==> src/rtl/phy_irq_pkg.sv <==
// constants shared by the interrupt control and status logic
package phy_irq_pkg;

  // ----------------------------------------------------------------
  // register map (index, byte address is four times the index)
  // ----------------------------------------------------------------
  localparam int ADDR_W = 12;
  localparam logic [9:0] IDX_INTERRUPT_CONTROL = 10'h011;
  localparam logic [9:0] IDX_INTERRUPT_STATUS_EVENT_ENABLE = 10'h012;
  localparam logic [9:0] IDX_PHY_CONTROL_TWO = 10'h01C;

  // ----------------------------------------------------------------
  // interrupt control fields
  // ----------------------------------------------------------------
  localparam int CTRL_W = 4;
  localparam int CTRL_MAP_SEL_BIT = 3;
  localparam int CTRL_TEST_BIT = 2;
  localparam int CTRL_EVENT_INTERRUPT_ENABLE_BIT = 1;
  localparam int CTRL_OE_BIT = 0;
  localparam logic [CTRL_W-1:0] CTRL_RESET = 4'h0;

  // ----------------------------------------------------------------
  // status and event enable fields
  // ----------------------------------------------------------------
  localparam int EV_W = 8;
  localparam int STATUS_LSB = 8;
  localparam int EV_LINK_QUALITY = 7;
  localparam int EV_ENERGY_DETECT = 6;
  localparam int EV_LINK_CHANGE = 5;
  localparam int EV_SPEED = 4;
  localparam int EV_DUPLEX_OR_SYNC = 3;
  localparam int EV_AUTONEG_DONE = 2;
  localparam int EV_COUNTER_A = 1;
  localparam int EV_COUNTER_B = 0;
  localparam logic [EV_W-1:0] EV_RESET = 8'h00;

  // ----------------------------------------------------------------
  // phy control two: counter interrupt mode field
  // ----------------------------------------------------------------
  localparam int CNT_MODE_LSB = 7;
  localparam int CNT_MODE_W = 2;
  localparam logic [CNT_MODE_W-1:0] CNT_MODE_RESET = 2'h0;
  localparam logic [CNT_MODE_W-1:0] CNT_MODE_SPLIT = 2'h0;

  // ----------------------------------------------------------------
  // bus data
  // ----------------------------------------------------------------
  localparam int REG_W = 16;
  localparam logic [REG_W-1:0] REG_ZERO = 16'h0000;

endpackage

==> src/rtl/event_status_latch.sv <==
// sticky event status bits, cleared by a mask, set wins over clear
module event_status_latch
  import phy_irq_pkg::*;
(
  // clock and reset
  input wire logic pclk,
  input wire logic presetn,
  // events and clear
  input wire logic [EV_W-1:0] set_in,
  input wire logic [EV_W-1:0] clr_in,
  // state
  output logic [EV_W-1:0] status_reg
);

  logic [EV_W-1:0] status_next;

  // ----------------------------------------------------------------
  // next state
  // ----------------------------------------------------------------
  always_comb begin
    status_next = set_in | (status_reg & ~clr_in);
  end

  // ----------------------------------------------------------------
  // storage
  // ----------------------------------------------------------------
  always_ff @(posedge pclk or negedge presetn) begin
    if (!presetn) begin
      status_reg <= EV_RESET;
    end else begin
      status_reg <= status_next;
    end
  end

endmodule

==> src/rtl/phy_interrupt_control_status.sv <==
// interrupt control, event status and interrupt pin logic with apb access
// Notes on behaviour
// - control bits 15:4 ignore writes, read zero
// - map select moves sync to 11, speed/duplex 12
// - test bit forces interrupt while set, only with global enable set
// - global enable gates all event interrupts
// - control bit 0 makes pin interrupt output
// - status bits set even when not enabled
// - irq needs event enable plus global enable; the pin also needs control bit 0
// - bits 15,14,13: quality, energy, link; clear-on-read
// - bit 10 autoneg done, clear-on-read
// - bit 12 speed or speed/duplex, clear-on-read
// - sync bit rearms only after sync status empties
// - bit 9 false carrier, or either counter
// - low byte holds event enables, reset zero
// - bit 8 receive error, or control frame
module phy_interrupt_control_status
  import phy_irq_pkg::*;
(
  // clock and reset
  input wire logic pclk,
  input wire logic presetn,
  // apb slave
  input wire logic [ADDR_W-1:0] paddr,
  input wire logic psel,
  input wire logic penable,
  input wire logic pwrite,
  input wire logic [31:0] pwdata,
  input wire logic [3:0] pstrb,
  output logic [31:0] prdata,
  output logic pready,
  output logic pslverr,
  // event sources, one-cycle pulses
  input wire logic link_quality_event,
  input wire logic energy_detect_event,
  input wire logic link_status_change_event,
  input wire logic speed_change_event,
  input wire logic duplex_change_event,
  input wire logic autoneg_done_event,
  input wire logic false_carrier_half_full_event,
  input wire logic rx_error_half_full_event,
  input wire logic control_frame_event,
  // time-sync status not empty, level
  input wire logic time_sync_status_pending,
  // shared power-down / interrupt pin
  input wire logic powerdown_or_irq_pin_in,
  output logic powerdown_or_irq_pin_out,
  output logic powerdown_or_irq_pin_oe_n,
  // system side
  output logic powerdown_req,
  output logic irq
);

  // ----------------------------------------------------------------
  // declarations
  // ----------------------------------------------------------------
  logic [CTRL_W-1:0] control_reg;
  logic [EV_W-1:0] enable_reg;
  logic [CNT_MODE_W-1:0] cnt_mode_reg;
  logic [EV_W-1:0] status_reg;
  logic [REG_W-1:0] prdata_reg;
  logic ts_armed_reg;
  logic irq_reg;
  logic pin_out_reg;
  logic pin_oe_n_reg;
  logic powerdown_reg;
  logic setup_ph;
  logic access_ph;
  logic sel_ctrl;
  logic sel_stat;
  logic sel_cfg;
  logic mapped;
  logic wr_en;
  logic rd_stat;
  logic map_sel;
  logic test_int;
  logic event_interrupt_enable;
  logic int_oe;
  logic ts_fire;
  logic split_cnt;
  logic event_pend;
  logic irq_next;
  logic [EV_W-1:0] ev_set;
  logic [EV_W-1:0] ev_clr;

  // ----------------------------------------------------------------
  // helpers
  // ----------------------------------------------------------------
  function automatic logic addr_is(input logic [ADDR_W-1:0] a, input logic [9:0] idx);
    addr_is = (a == {idx, 2'b00});
  endfunction

  function automatic logic [REG_W-1:0] read_mux(input logic [ADDR_W-1:0] a,
                                                input logic [CTRL_W-1:0] ctl,
                                                input logic [EV_W-1:0] sts,
                                                input logic [EV_W-1:0] en,
                                                input logic [CNT_MODE_W-1:0] md);
    logic [REG_W-1:0] v;
    v = REG_ZERO;
    if (addr_is(a, IDX_INTERRUPT_CONTROL)) begin
      v[CTRL_W-1:0] = ctl;
    end else if (addr_is(a, IDX_INTERRUPT_STATUS_EVENT_ENABLE)) begin
      v = {sts, en};
    end else if (addr_is(a, IDX_PHY_CONTROL_TWO)) begin
      v[CNT_MODE_LSB +: CNT_MODE_W] = md;
    end
    read_mux = v;
  endfunction

  // ----------------------------------------------------------------
  // apb decode
  // ----------------------------------------------------------------
  assign setup_ph = psel & ~penable;
  assign access_ph = psel & penable;
  assign sel_ctrl = addr_is(paddr, IDX_INTERRUPT_CONTROL);
  assign sel_stat = addr_is(paddr, IDX_INTERRUPT_STATUS_EVENT_ENABLE);
  assign sel_cfg = addr_is(paddr, IDX_PHY_CONTROL_TWO);
  assign mapped = sel_ctrl | sel_stat | sel_cfg;
  assign wr_en = access_ph & pwrite & mapped;
  assign rd_stat = access_ph & ~pwrite & sel_stat;
  assign pready = 1'b1;
  assign pslverr = access_ph & ~mapped;
  assign prdata = {16'h0000, prdata_reg};

  assign map_sel = control_reg[CTRL_MAP_SEL_BIT];
  assign test_int = control_reg[CTRL_TEST_BIT];
  assign event_interrupt_enable = control_reg[CTRL_EVENT_INTERRUPT_ENABLE_BIT];
  assign int_oe = control_reg[CTRL_OE_BIT];
  assign split_cnt = (cnt_mode_reg == CNT_MODE_SPLIT);

  // ----------------------------------------------------------------
  // control register
  // ----------------------------------------------------------------
  always_ff @(posedge pclk or negedge presetn) begin
    if (!presetn) begin
      control_reg <= CTRL_RESET;
    end else if (wr_en && sel_ctrl && pstrb[0]) begin
      control_reg <= pwdata[CTRL_W-1:0];
    end
  end

  // ----------------------------------------------------------------
  // event enables, status half is read only
  // ----------------------------------------------------------------
  always_ff @(posedge pclk or negedge presetn) begin
    if (!presetn) begin
      enable_reg <= EV_RESET;
    end else if (wr_en && sel_stat && pstrb[0]) begin
      enable_reg <= pwdata[EV_W-1:0];
    end
  end

  // ----------------------------------------------------------------
  // counter interrupt mode field, crosses byte lanes
  // ----------------------------------------------------------------
  always_ff @(posedge pclk or negedge presetn) begin
    if (!presetn) begin
      cnt_mode_reg <= CNT_MODE_RESET;
    end else if (wr_en && sel_cfg) begin
      if (pstrb[0]) begin
        cnt_mode_reg[0] <= pwdata[CNT_MODE_LSB];
      end
      if (pstrb[1]) begin
        cnt_mode_reg[1] <= pwdata[CNT_MODE_LSB+1];
      end
    end
  end

  // ----------------------------------------------------------------
  // read data captured in setup; clear uses the captured bits
  // ----------------------------------------------------------------
  always_ff @(posedge pclk or negedge presetn) begin
    if (!presetn) begin
      prdata_reg <= REG_ZERO;
    end else if (setup_ph && !pwrite) begin
      prdata_reg <= read_mux(paddr, control_reg, status_reg, enable_reg, cnt_mode_reg);
    end
  end

  assign ev_clr = rd_stat ? prdata_reg[REG_W-1:STATUS_LSB] : EV_RESET;

  // ----------------------------------------------------------------
  // time-sync arming
  // ----------------------------------------------------------------
  assign ts_fire = map_sel & ts_armed_reg & time_sync_status_pending;

  always_ff @(posedge pclk or negedge presetn) begin
    if (!presetn) begin
      ts_armed_reg <= 1'b1;
    end else if (!time_sync_status_pending) begin
      ts_armed_reg <= 1'b1;
    end else if (ts_fire) begin
      ts_armed_reg <= 1'b0;
    end
  end

  // ----------------------------------------------------------------
  // event routing
  // ----------------------------------------------------------------
  always_comb begin
    ev_set = EV_RESET;
    ev_set[EV_LINK_QUALITY] = link_quality_event;
    ev_set[EV_ENERGY_DETECT] = energy_detect_event;
    ev_set[EV_LINK_CHANGE] = link_status_change_event;
    ev_set[EV_AUTONEG_DONE] = autoneg_done_event;
    if (map_sel) begin
      ev_set[EV_SPEED] = speed_change_event | duplex_change_event;
      ev_set[EV_DUPLEX_OR_SYNC] = ts_fire;
    end else begin
      ev_set[EV_SPEED] = speed_change_event;
      ev_set[EV_DUPLEX_OR_SYNC] = duplex_change_event;
    end
    if (split_cnt) begin
      ev_set[EV_COUNTER_A] = false_carrier_half_full_event;
      ev_set[EV_COUNTER_B] = rx_error_half_full_event;
    end else begin
      ev_set[EV_COUNTER_A] = false_carrier_half_full_event | rx_error_half_full_event;
      ev_set[EV_COUNTER_B] = control_frame_event;
    end
  end

  event_status_latch u_status (
    .pclk(pclk),
    .presetn(presetn),
    .set_in(ev_set),
    .clr_in(ev_clr),
    .status_reg(status_reg)
  );

  // ----------------------------------------------------------------
  // interrupt and pin
  // ----------------------------------------------------------------
  assign event_pend = |(status_reg & enable_reg);
  assign irq_next = event_interrupt_enable & (event_pend | test_int);

  always_ff @(posedge pclk or negedge presetn) begin
    if (!presetn) begin
      irq_reg <= 1'b0;
    end else begin
      irq_reg <= irq_next;
    end
  end

  always_ff @(posedge pclk or negedge presetn) begin
    if (!presetn) begin
      pin_out_reg <= 1'b1;
      pin_oe_n_reg <= 1'b1;
    end else begin
      pin_out_reg <= ~(int_oe & irq_next);
      pin_oe_n_reg <= ~int_oe;
    end
  end

  always_ff @(posedge pclk or negedge presetn) begin
    if (!presetn) begin
      powerdown_reg <= 1'b0;
    end else begin
      powerdown_reg <= ~int_oe & ~powerdown_or_irq_pin_in;
    end
  end

  assign irq = irq_reg;
  assign powerdown_or_irq_pin_out = pin_out_reg;
  assign powerdown_or_irq_pin_oe_n = pin_oe_n_reg;
  assign powerdown_req = powerdown_reg;
endmodule

==> config.mk <==
export PLATFORM = sky130hd
export DESIGN_NAME = phy_interrupt_control_status
export DESIGN_NICKNAME = d
export VERILOG_FILES = /design/src/rtl/phy_irq_pkg.sv /design/src/rtl/event_status_latch.sv /design/src/rtl/phy_interrupt_control_status.sv
export SDC_FILE = /design/constraint.sdc
export NUM_CORES = 1
export LEC_CHECK = 0
export BUFFER_PORTS_ARGS = -buffer_cell sky130_fd_sc_hd__buf_2
export CORE_MARGIN = 4
export CORE_UTILIZATION = 40
export CTS_CLUSTER_SIZE = 20
export DETAILED_ROUTE_END_ITERATION = 12
export PLACE_DENSITY_LB_ADDON = 0.2
export SLEW_MARGIN = 15
export SYNTH_ARGS = -nofsm -noshare
export SYNTH_HDL_FRONTEND = slang
export SYNTH_HIERARCHICAL = 1
export SYNTH_SLANG_ARGS = --single-unit
==> constraint.sdc <==
create_clock -name pclk -period 1.97 [get_ports pclk]
set_input_delay 0.394 -clock pclk [delete_from_list [all_inputs] [get_ports pclk]]
set_output_delay 0.394 -clock pclk [all_outputs]
set_load 0.005 [all_outputs]
==> impl_metrics.yaml, run 1 <==
yosys:
  synth.avg_cell_area_um2: 12.2
  ys_seq_area_frac: 0.495
  ys_types: 38
  syn_inst: 179
  ys_top_cells_by_area: "dfrtp_1 (46%), mux2_2 (7.7%), buf_4 (5.9%)"
  yosys_warnings: 6
  yosysTopAreaCell: "dfrtp_1"
  ys_ff_latch: 43
  synth_area_mm2: 0.00218
  yosysTopAreaCellShare: 0.459
critical_path:
  r2r-start: "u_status/status_reg[6]"
  start_kind: "input port"
  reg2reg_depth: 3
  regToRegEndpoint: "irq"
  required_ns: 1.58
  crit_fanout: 4
  arrival_ns: 1.38
  critPathKind: "in2out"
  end_kind: "output pin"
  reg2reg_slack_ns: 0.75
  crit_slowest_cell: "o311ai_0"
  crit_chain: "buf_2 > and4bb_2 > o311ai_0 > and3_1 > buf_2"
  slowest_delay_ns: 0.28
  crit_path_frequent_cell: "buf_2"
grt:
  antenna_found_initial: 0
  grt_start_max_net_pins: 44
  grt_overflow_total: 0
  grt_pass1_vias: 1503
  grt_pass1_wl_um: 7310
  track_usage: 0.147
power_and_ir_drop:
  p_leak_nw: 1.27
  peakVddDrop_mv: 0.427
  powerDensity_mw_per_mm2: 594
outcome:
  status: "finished, final reports clean"
sta:
  setup_viol: 0
  rsz0062_at_grt: "false"
  max_freq_mhz: 563
  slew_viol_final: 0
  fin_skew_ns: 0.00254
  period_share: 0.902
  hold_slack_ns: 0.0606
  hold_viol_final: 0
  tns_ns: 0
  finalCriticalPeriod_ns: 1.78
finish:
  nNetsFinal: 309
  final_cell_area_mm2: 0.00260
  syn_to_final_growth_pct: 19.2
  fin_util: 0.500
  multi_input_area_um2: 931
  diodes: 0
  fillers: 510
  mostFrequentLayoutCells: "buf_2 (59), dfrtp_1 (40), conb_1 (17)"
  drive_gt1_frac: 0.455
  largest_reg_flops: 16
  final_common_cell: "buf_2"
  register_area_mm2: 0.00108
min_path:
  hold_path_class: "in2async"
detailed_routing:
  drc_errors: 0
  firstDrtPassIters: 4
  drtIter0Drc: 49
  vias_per_cell: 4.79
  wirelength_um: 4630
  vias: 1513
  wl_per_cell_um: 14.7
  antenna_left: 0
clock_tree:
  htree_levels: 2
  clk_latency_ns: 0.29
  numCtsBuffers: 5
  clk_pin_slew_ns: 0.08
  cts_setup_buffers: 0
  ctsResizeCount: 0
  cts.sink_count: 43
  cts-root-buf: "clkbuf_8"
  cts_hold_buf: 0
  cts.path.max_buffers: 2
  cts_tree: "built"
floorplan:
  start_util: 0.419
  core_mm2: 0.00520
  die_area_mm2: 0.00670
  die_x_um: 81.8
  die_y_um: 81.8
  ios: 102
  num_rows: 26
placed_design:
  portBuffers: 59
  post_dp_cell_area_mm2: 0.00251
  dp_hpwl_um: 3510
  place_congestion: 0.800
job:
  cap_violations: 0
[where the power goes]
part / internal (W) / total, W / switching (W)
Combinational: 0.0000509 / 0.000120 / 0.0000691
Clock: 0.000248 / 0.000541 / 0.000294
Sequential: 0.000883 / 0.000884 / 0.000000449
[synthesized netlist by cell type]
library cell  instances
or3b_1                1
clkbuf_1              1
nor2_1                2
o221ai_1              1
nand4_4               2
dfstp_2               3
dfrtp_1              40
nand4_1               6
inv_1                15
nand3_1               2
a21boi_0              1
and2_1                8
and3_1                2
buf_2                 1
a222oi_1              1
a21oi_1               1
and3b_1               1
o21ai_0               3
nand2_1               6
a22o_2               10
mux2_2               15
nor3b_1               1
buf_4                17
o211ai_1              3
buf_6                 3
a221o_1               2
nor4b_4               3
and2_0                2
nand2b_1              1
and4_2                4
a22oi_1               2
and4bb_2              1
o311ai_0              1
nor4bb_1              3
a21o_1               10
conb_1                2
and4_1                1
nor4_4                1
[logic make-up after synthesis]
| family | Yosys count | synth area share |
|---|---|---|
| buffers and inverters | 37 | 0.104 |
| muxes | 15 | 0.0775 |
| AOI/OAI and AO/OA | 35 | 0.132 |
| and+or+nand+nor | 47 | 0.188 |
| DFF | 43 | 0.495 |
| other | 2 | 0.00344 |
[through the flow]
step	setup WS [ns]	instances	power (W)
after floorplan	0.274	194	0.000962
after global placement	0.195	308	0.00102
after detailed placement	0.145	308	0.00102
after CTS	0.177	316	0.00157
after global routing	0.0803	316	0.00162
final	0.192	316	0.00155
[layer usage]
layer  GRT usage  vias up  wire [um]
met5           0        -          0
met4      0.0498        0         42
met3      0.0318        5        276
met2       0.244       42       2270
met1       0.189      721       2050
li1            -      745          -
[layout make-up]
cell class	count	area share
multi-input cells	114	0.358
clock buffers	6	0.0279
inverters	15	0.0217
clock inverters	2	0.00481
well taps	70	0.0337
repair buffers	66	0.139
flip-flops and latches	43	0.415
[how the worst max path moves through the flow]
stage	start	endpoint	slack (ns)
6_report	paddr[5]	pslverr	0.19
4_1_cts	paddr[5]	pslverr	0.18
3_5_place_dp	paddr[7]	prdata_reg[8]	0.15
2_1_floorplan	paddr[11]	pslverr	0.27
3_3_place_gp	paddr[7]	prdata_reg[8]	0.20
5_1_grt	paddr[2]	pslverr	0.08
[critical path: cells and delay by family]
| kind | cells | cell delay (ns) |
|---|---|---|
| AOI/OAI and AO/OA | 1 | 0.28 |
| buffers and inverters | 2 | 0.25 |
| and+or+nand+nor | 2 | 0.47 |
Power figures use the tool's default switching activity.
==> inputs of run 2 (changes only) <==
Settings changed: BUFFER_PORTS_ARGS -buffer_cell sky130_fd_sc_hd__buf_2 to -buffer_cell sky130_fd_sc_hd__buf_4, CELL_PAD_IN_SITES_DETAIL_PLACEMENT from default to 0, CELL_PAD_IN_SITES_GLOBAL_PLACEMENT from default to 1, CORE_MARGIN 4 to 3, CORE_UTILIZATION 40 to 35.
==> run 2 against run 1 <==
Via count is the same. Final area grew 7.0%. Clock skew grew 0.0066 ns. Register-to-register slack about the same. Highest routed layer unchanged. Sequential power about the same. Hold slack improved by 0.014 ns. Cell count grew 1.3%. Non-clock buffer count is 1 lower. Largest cell class unchanged. Global-route usage decreased by 0.98 points. Worst setup slack worse by 0.036 ns. Utilization down 3.5 points.
==> impl_metrics.yaml, run 2 (synthesis results as in run 1) <==
grt:
  track_usage: 0.137
  grt_start_max_net_pins: 44
  antenna_found_initial: 0
  grtUsageMet1: 0.188
  grt_use_met2: 0.210
  grt-busiest-layer: "met2"
  grt_pass1_wl_um: 7820
  grt_pass1_vias: 1579
  grt_use_met3: 0.0398
  grt_overflow_total: 0
finish:
  largest_reg_flops: 16
  mostFrequentLayoutCells: "buf_4 (65), dfrtp_1 (40), conb_1 (17)"
  fin_util: 0.464
  drive_gt1_frac: 0.453
  fillers: 578
  diodes: 0
  final_common_cell: "buf_4"
  nNetsFinal: 308
  syn_to_final_growth_pct: 27.5
power_and_ir_drop:
  power_frac_seq: 0.486
  powerDensity_mw_per_mm2: 654
  internal_power_w: 0.00146
  peakVddDrop_mv: 0.331
  comb_power_share: 0.076
  p_leak_nw: 1.32
  p_sw_frac: 0.198
  clkPwrFrac: 0.439
  p_sw_w: 0.000360
detailed_routing:
  antenna_left: 0
  drc_errors: 0
  drtIter0Drc: 43
  wirelength_um: 4690
  vias_per_cell: 4.73
  vias: 1513
  wl_per_cell_um: 14.7
  firstDrtPassIters: 4
sta:
  tightestPinTransition_ns: 0.544
  maxSlewHeadroom: 0.637
  setup_viol: 0
  slew_viol_final: 0
  fin_skew_ns: 0.00914
  finalCriticalPeriod_ns: 1.81
  tns_ns: 0
  hold_viol_final: 0
  max_freq_mhz: 551
  period_share: 0.921
  hold_slack_ns: 0.0747
  rsz0062_at_grt: "false"
placed_design:
  dp_hpwl_um: 3550
  place_congestion: 0.758
  portBuffers: 59
critical_path:
  critPathKind: "in2out"
  start_kind: "input port"
  reg2reg_slack_ns: 0.74
  arrival_ns: 1.42
  end_kind: "output pin"
  required_ns: 1.58
  crit_fanout: 6
floorplan:
  die_x_um: 84.9
  core_mm2: 0.00599
  start_util: 0.364
  ios: 102
  num_rows: 28
  die_y_um: 84.9
  die_area_mm2: 0.00721
clock_tree:
  clk_latency_ns: 0.29
  numCtsBuffers: 5
  htree_levels: 2
  cts-root-buf: "clkbuf_8"
  cts_tree: "built"
  cts_hold_buf: 0
  cts_setup_buffers: 0
  cts.sink_count: 43
  ctsResizeCount: 0
  clk_pin_slew_ns: 0.08
  cts.path.max_buffers: 2
outcome:
  status: "finished, final reports clean"
job:
  cap_violations: 0
min_path:
  hold_path_class: "in2async"
-- run 2: cell count changes in the layout (fill, tap and decap cells not counted) --
cell,change
buf_2,-59
buf_4,+59
bufinv_16,+2
buf_12,-1
clkinv_2,-1
clkinvlp_4,-1
-- run 2: final timing paths --
check / endpoint / cells after the start / startpoint
max: pslverr / 5 / paddr[7]
min in group pclk: powerdown_req / 2 / powerdown_or_irq_pin_in
max in group asynchronous: powerdown_or_irq_pin_oe_n / 1 / presetn
min reg2reg: powerdown_or_irq_pin_oe_n / 1 / control_reg[0]
max reg2reg: irq / 3 / u_status/status_reg[6]
min: u_status/status_reg[0] / 1 / presetn
-- run 2: routing by layer --
metal  part of all wire  routed length (um)  vias to the layer above
li1                   -                   -                      747
met1               0.47                2180                      722
met5                  0                   0                        -
met2               0.47                2200                       39
met3              0.058                 272                        5
met4             0.0072                  34                        0
-- run 2: stage by stage --
stage / total power [W] / setup slack [ns] / instance area [um2] / std cells
final: 0.00182 / 0.156 / 2780 / 320
after global placement: 0.00104 / 0.130 / 2650 / 312
after detailed placement: 0.00104 / 0.146 / 2650 / 312
after CTS: 0.00185 / 0.151 / 2780 / 320
after floorplan: 0.000962 / 0.274 / 2240 / 194
after global routing: 0.00189 / 0.0350 / 2780 / 320
-- run 2: cell type report --
type / instances / area, um2 / share of cell area
timing repair buffer: 65 / 488 / 0.175
multi-input combinational: 114 / 931 / 0.335
tap: 75 / 93.8 / 0.0337
sequential: 43 / 1080 / 0.388
clock inverter: 2 / 60.1 / 0.0216
clock buffer: 6 / 72.6 / 0.0261
inverter: 15 / 56.3 / 0.0202
-- run 2: power by group through the flow --
stage / Sequential [W] / Combinational (W) / Clock (W)
6_report: 0.000884 / 0.000137 / 0.000798
5_1_grt: 0.000884 / 0.000153 / 0.000854
4_1_cts: 0.000884 / 0.000140 / 0.000827
3_5_place_dp: 0.000901 / 0.000140 / 0
3_3_place_gp: 0.000901 / 0.000139 / 0
2_1_floorplan: 0.000902 / 0.0000606 / 0
-- run 2: critical path, stage by stage --
cell,delay [ns]
buf_4,0.12
nor4b_4,0.36
o311ai_0,0.20
and3_1,0.22
buf_4,0.13
==> inputs of run 3 (changes only) <==
Settings changed: PLACE_DENSITY from default to 0.88, PLACE_DENSITY_LB_ADDON 0.2 to default.
==> run 3 against run 2 <==
Routed wire length increased by 1.6%. Sequential cell count unchanged. Worst setup slack better by 0.036 ns. Maximum frequency increased by 2.0%. Highest routed layer unchanged.
==> impl_metrics.yaml, run 3 (synthesis results as in run 1) <==
outcome:
  status: "finished, final reports clean"
sta:
  rsz0062_at_grt: "false"
  period_share: 0.902
  setup_viol: 0
  maxSlewHeadroom: 0.645
  fin_skew_ns: 0.00629
  finalCriticalPeriod_ns: 1.78
  max_freq_mhz: 563
  setup_ws_ns: 0.192
  tns_ns: 0
  slew_viol_final: 0
  tightestPinTransition_ns: 0.532
  hold_viol_final: 0
power_and_ir_drop:
  powerDensity_mw_per_mm2: 569
  p_sw_w: 0.000362
  p_sw_frac: 0.232
  clkPwrFrac: 0.347
  power_frac_seq: 0.565
  p_leak_nw: 1.30
  peakVddDrop_mv: 0.306
  comb_power_share: 0.088
  internal_power_w: 0.00120
grt:
  grt_overflow_total: 0
  grt_pass1_wl_um: 7940
  track_usage: 0.140
  grt_start_max_net_pins: 44
  antenna_found_initial: 0
  grt_pass1_vias: 1617
finish:
  multi_input_area_um2: 931
  fillers: 572
  nNetsFinal: 308
  largest_reg_flops: 16
  drive_gt1_frac: 0.453
  mostFrequentLayoutCells: "buf_4 (64), dfrtp_1 (40), conb_1 (17)"
  diodes: 0
  syn_to_final_growth_pct: 25.9
  register_area_mm2: 0.00108
  final_common_cell: "buf_4"
critical_path:
  required_ns: 1.58
  end_kind: "output pin"
  slowest_delay_ns: 0.33
  critPathKind: "in2out"
  reg2reg_slack_ns: 0.72
  reg2reg_depth: 3
  crit_slowest_cell: "nor4_4"
  crit_path_frequent_cell: "buf_4"
  start_kind: "input port"
  regToRegEndpoint: "irq"
  arrival_ns: 1.38
  crit_chain: "buf_4 > nor4_4 > o311ai_0 > and3_1 > buf_4"
  crit_fanout: 2
  r2r-start: "u_status/status_reg[6]"
  cp-startpoint: "paddr[11]"
  crit_path_end: "pslverr"
detailed_routing:
  antenna_left: 0
  drc_errors: 0
  wl_per_cell_um: 14.9
  drtIter0Drc: 44
  firstDrtPassIters: 4
  wirelength_um: 4770
  vias_per_cell: 4.83
  vias: 1545
clock_tree:
  cts_tree: "built"
  cts.path.max_buffers: 2
  cts.sink_count: 43
  htree_levels: 2
  cts_hold_buf: 0
  clk_latency_ns: 0.30
  cts-root-buf: "clkbuf_8"
  ctsResizeCount: 0
  numCtsBuffers: 5
  clk_pin_slew_ns: 0.08
  cts_setup_buffers: 0
floorplan:
  num_rows: 28
  die_area_mm2: 0.00721
  die_x_um: 84.9
  ios: 102
  die_y_um: 84.9
  start_util: 0.364
  core_mm2: 0.00599
placed_design:
  portBuffers: 59
  dp_hpwl_um: 3670
  place_congestion: 0.749
  dp_slack_ns: 0.125
job:
  cap_violations: 0
min_path:
  hold_path_class: "in2async"
-- run 3: how the worst min path moves through the flow --
stage            start                endpoint  slack, ns
2_1_floorplan  presetn         cnt_mode_reg[0]        0.1
3_3_place_gp   presetn  u_status/status_reg[0]       0.41
3_5_place_dp   presetn           prdata_reg[7]       0.41
4_1_cts        presetn           prdata_reg[7]       0.09
5_1_grt        presetn         cnt_mode_reg[0]        0.1
6_report       presetn         cnt_mode_reg[1]       0.07
-- run 3: power groups by stage --
stage,sequential [W],clock (W),combinational (W)
after floorplan,0.000902,0,0.0000606
after global placement,0.000901,0,0.000137
after detailed placement,0.000901,0,0.000140
after CTS,0.000884,0.000564,0.000140
after global routing,0.000884,0.000607,0.000153
final,0.000884,0.000542,0.000138
-- run 3: critical path, delay by kind of cell --
kind,cells,cell delay (ns)
AOI/OAI and AO/OA,1,0.19
buffers and inverters,2,0.25
and+or+nand+nor,2,0.54
-- run 3: routing by layer --
| metal | vias to the layer above | wire (um) | track usage | share of wire |
|---|---|---|---|---|
| li1 | 748 | - | - | - |
| met1 | 749 | 2120 | 0.184 | 0.45 |
| met2 | 42 | 2290 | 0.223 | 0.48 |
| met3 | 6 | 303 | 0.0447 | 0.064 |
| met4 | 0 | 53 | 0.0388 | 0.011 |
| met5 | - | 0 | 0 | 0 |
-- run 3: layout make-up --
type                    count  area share
flip-flops and latches     43       0.393
multi-input cells         114       0.339
repair buffers             65       0.182
well taps                  75      0.0342
clock buffers               6      0.0264
inverters                  15      0.0205
clock inverters             2     0.00456
-- run 3: through the flow --
stage | cells | total power (W) | hold slack (ns) | area, um2 | util
3_5_place_dp | 312 | 0.00104 | 0.414 | 2660 | 0.444
5_1_grt | 320 | 0.00164 | 0.0988 | 2750 | 0.458
6_report | 320 | 0.00156 | 0.0656 | 2750 | 0.458
2_1_floorplan | 194 | 0.000962 | 0.0984 | 2240 | -
3_3_place_gp | 312 | 0.00104 | 0.412 | 2660 | 0.444
4_1_cts | 320 | 0.00159 | 0.0916 | 2750 | 0.458
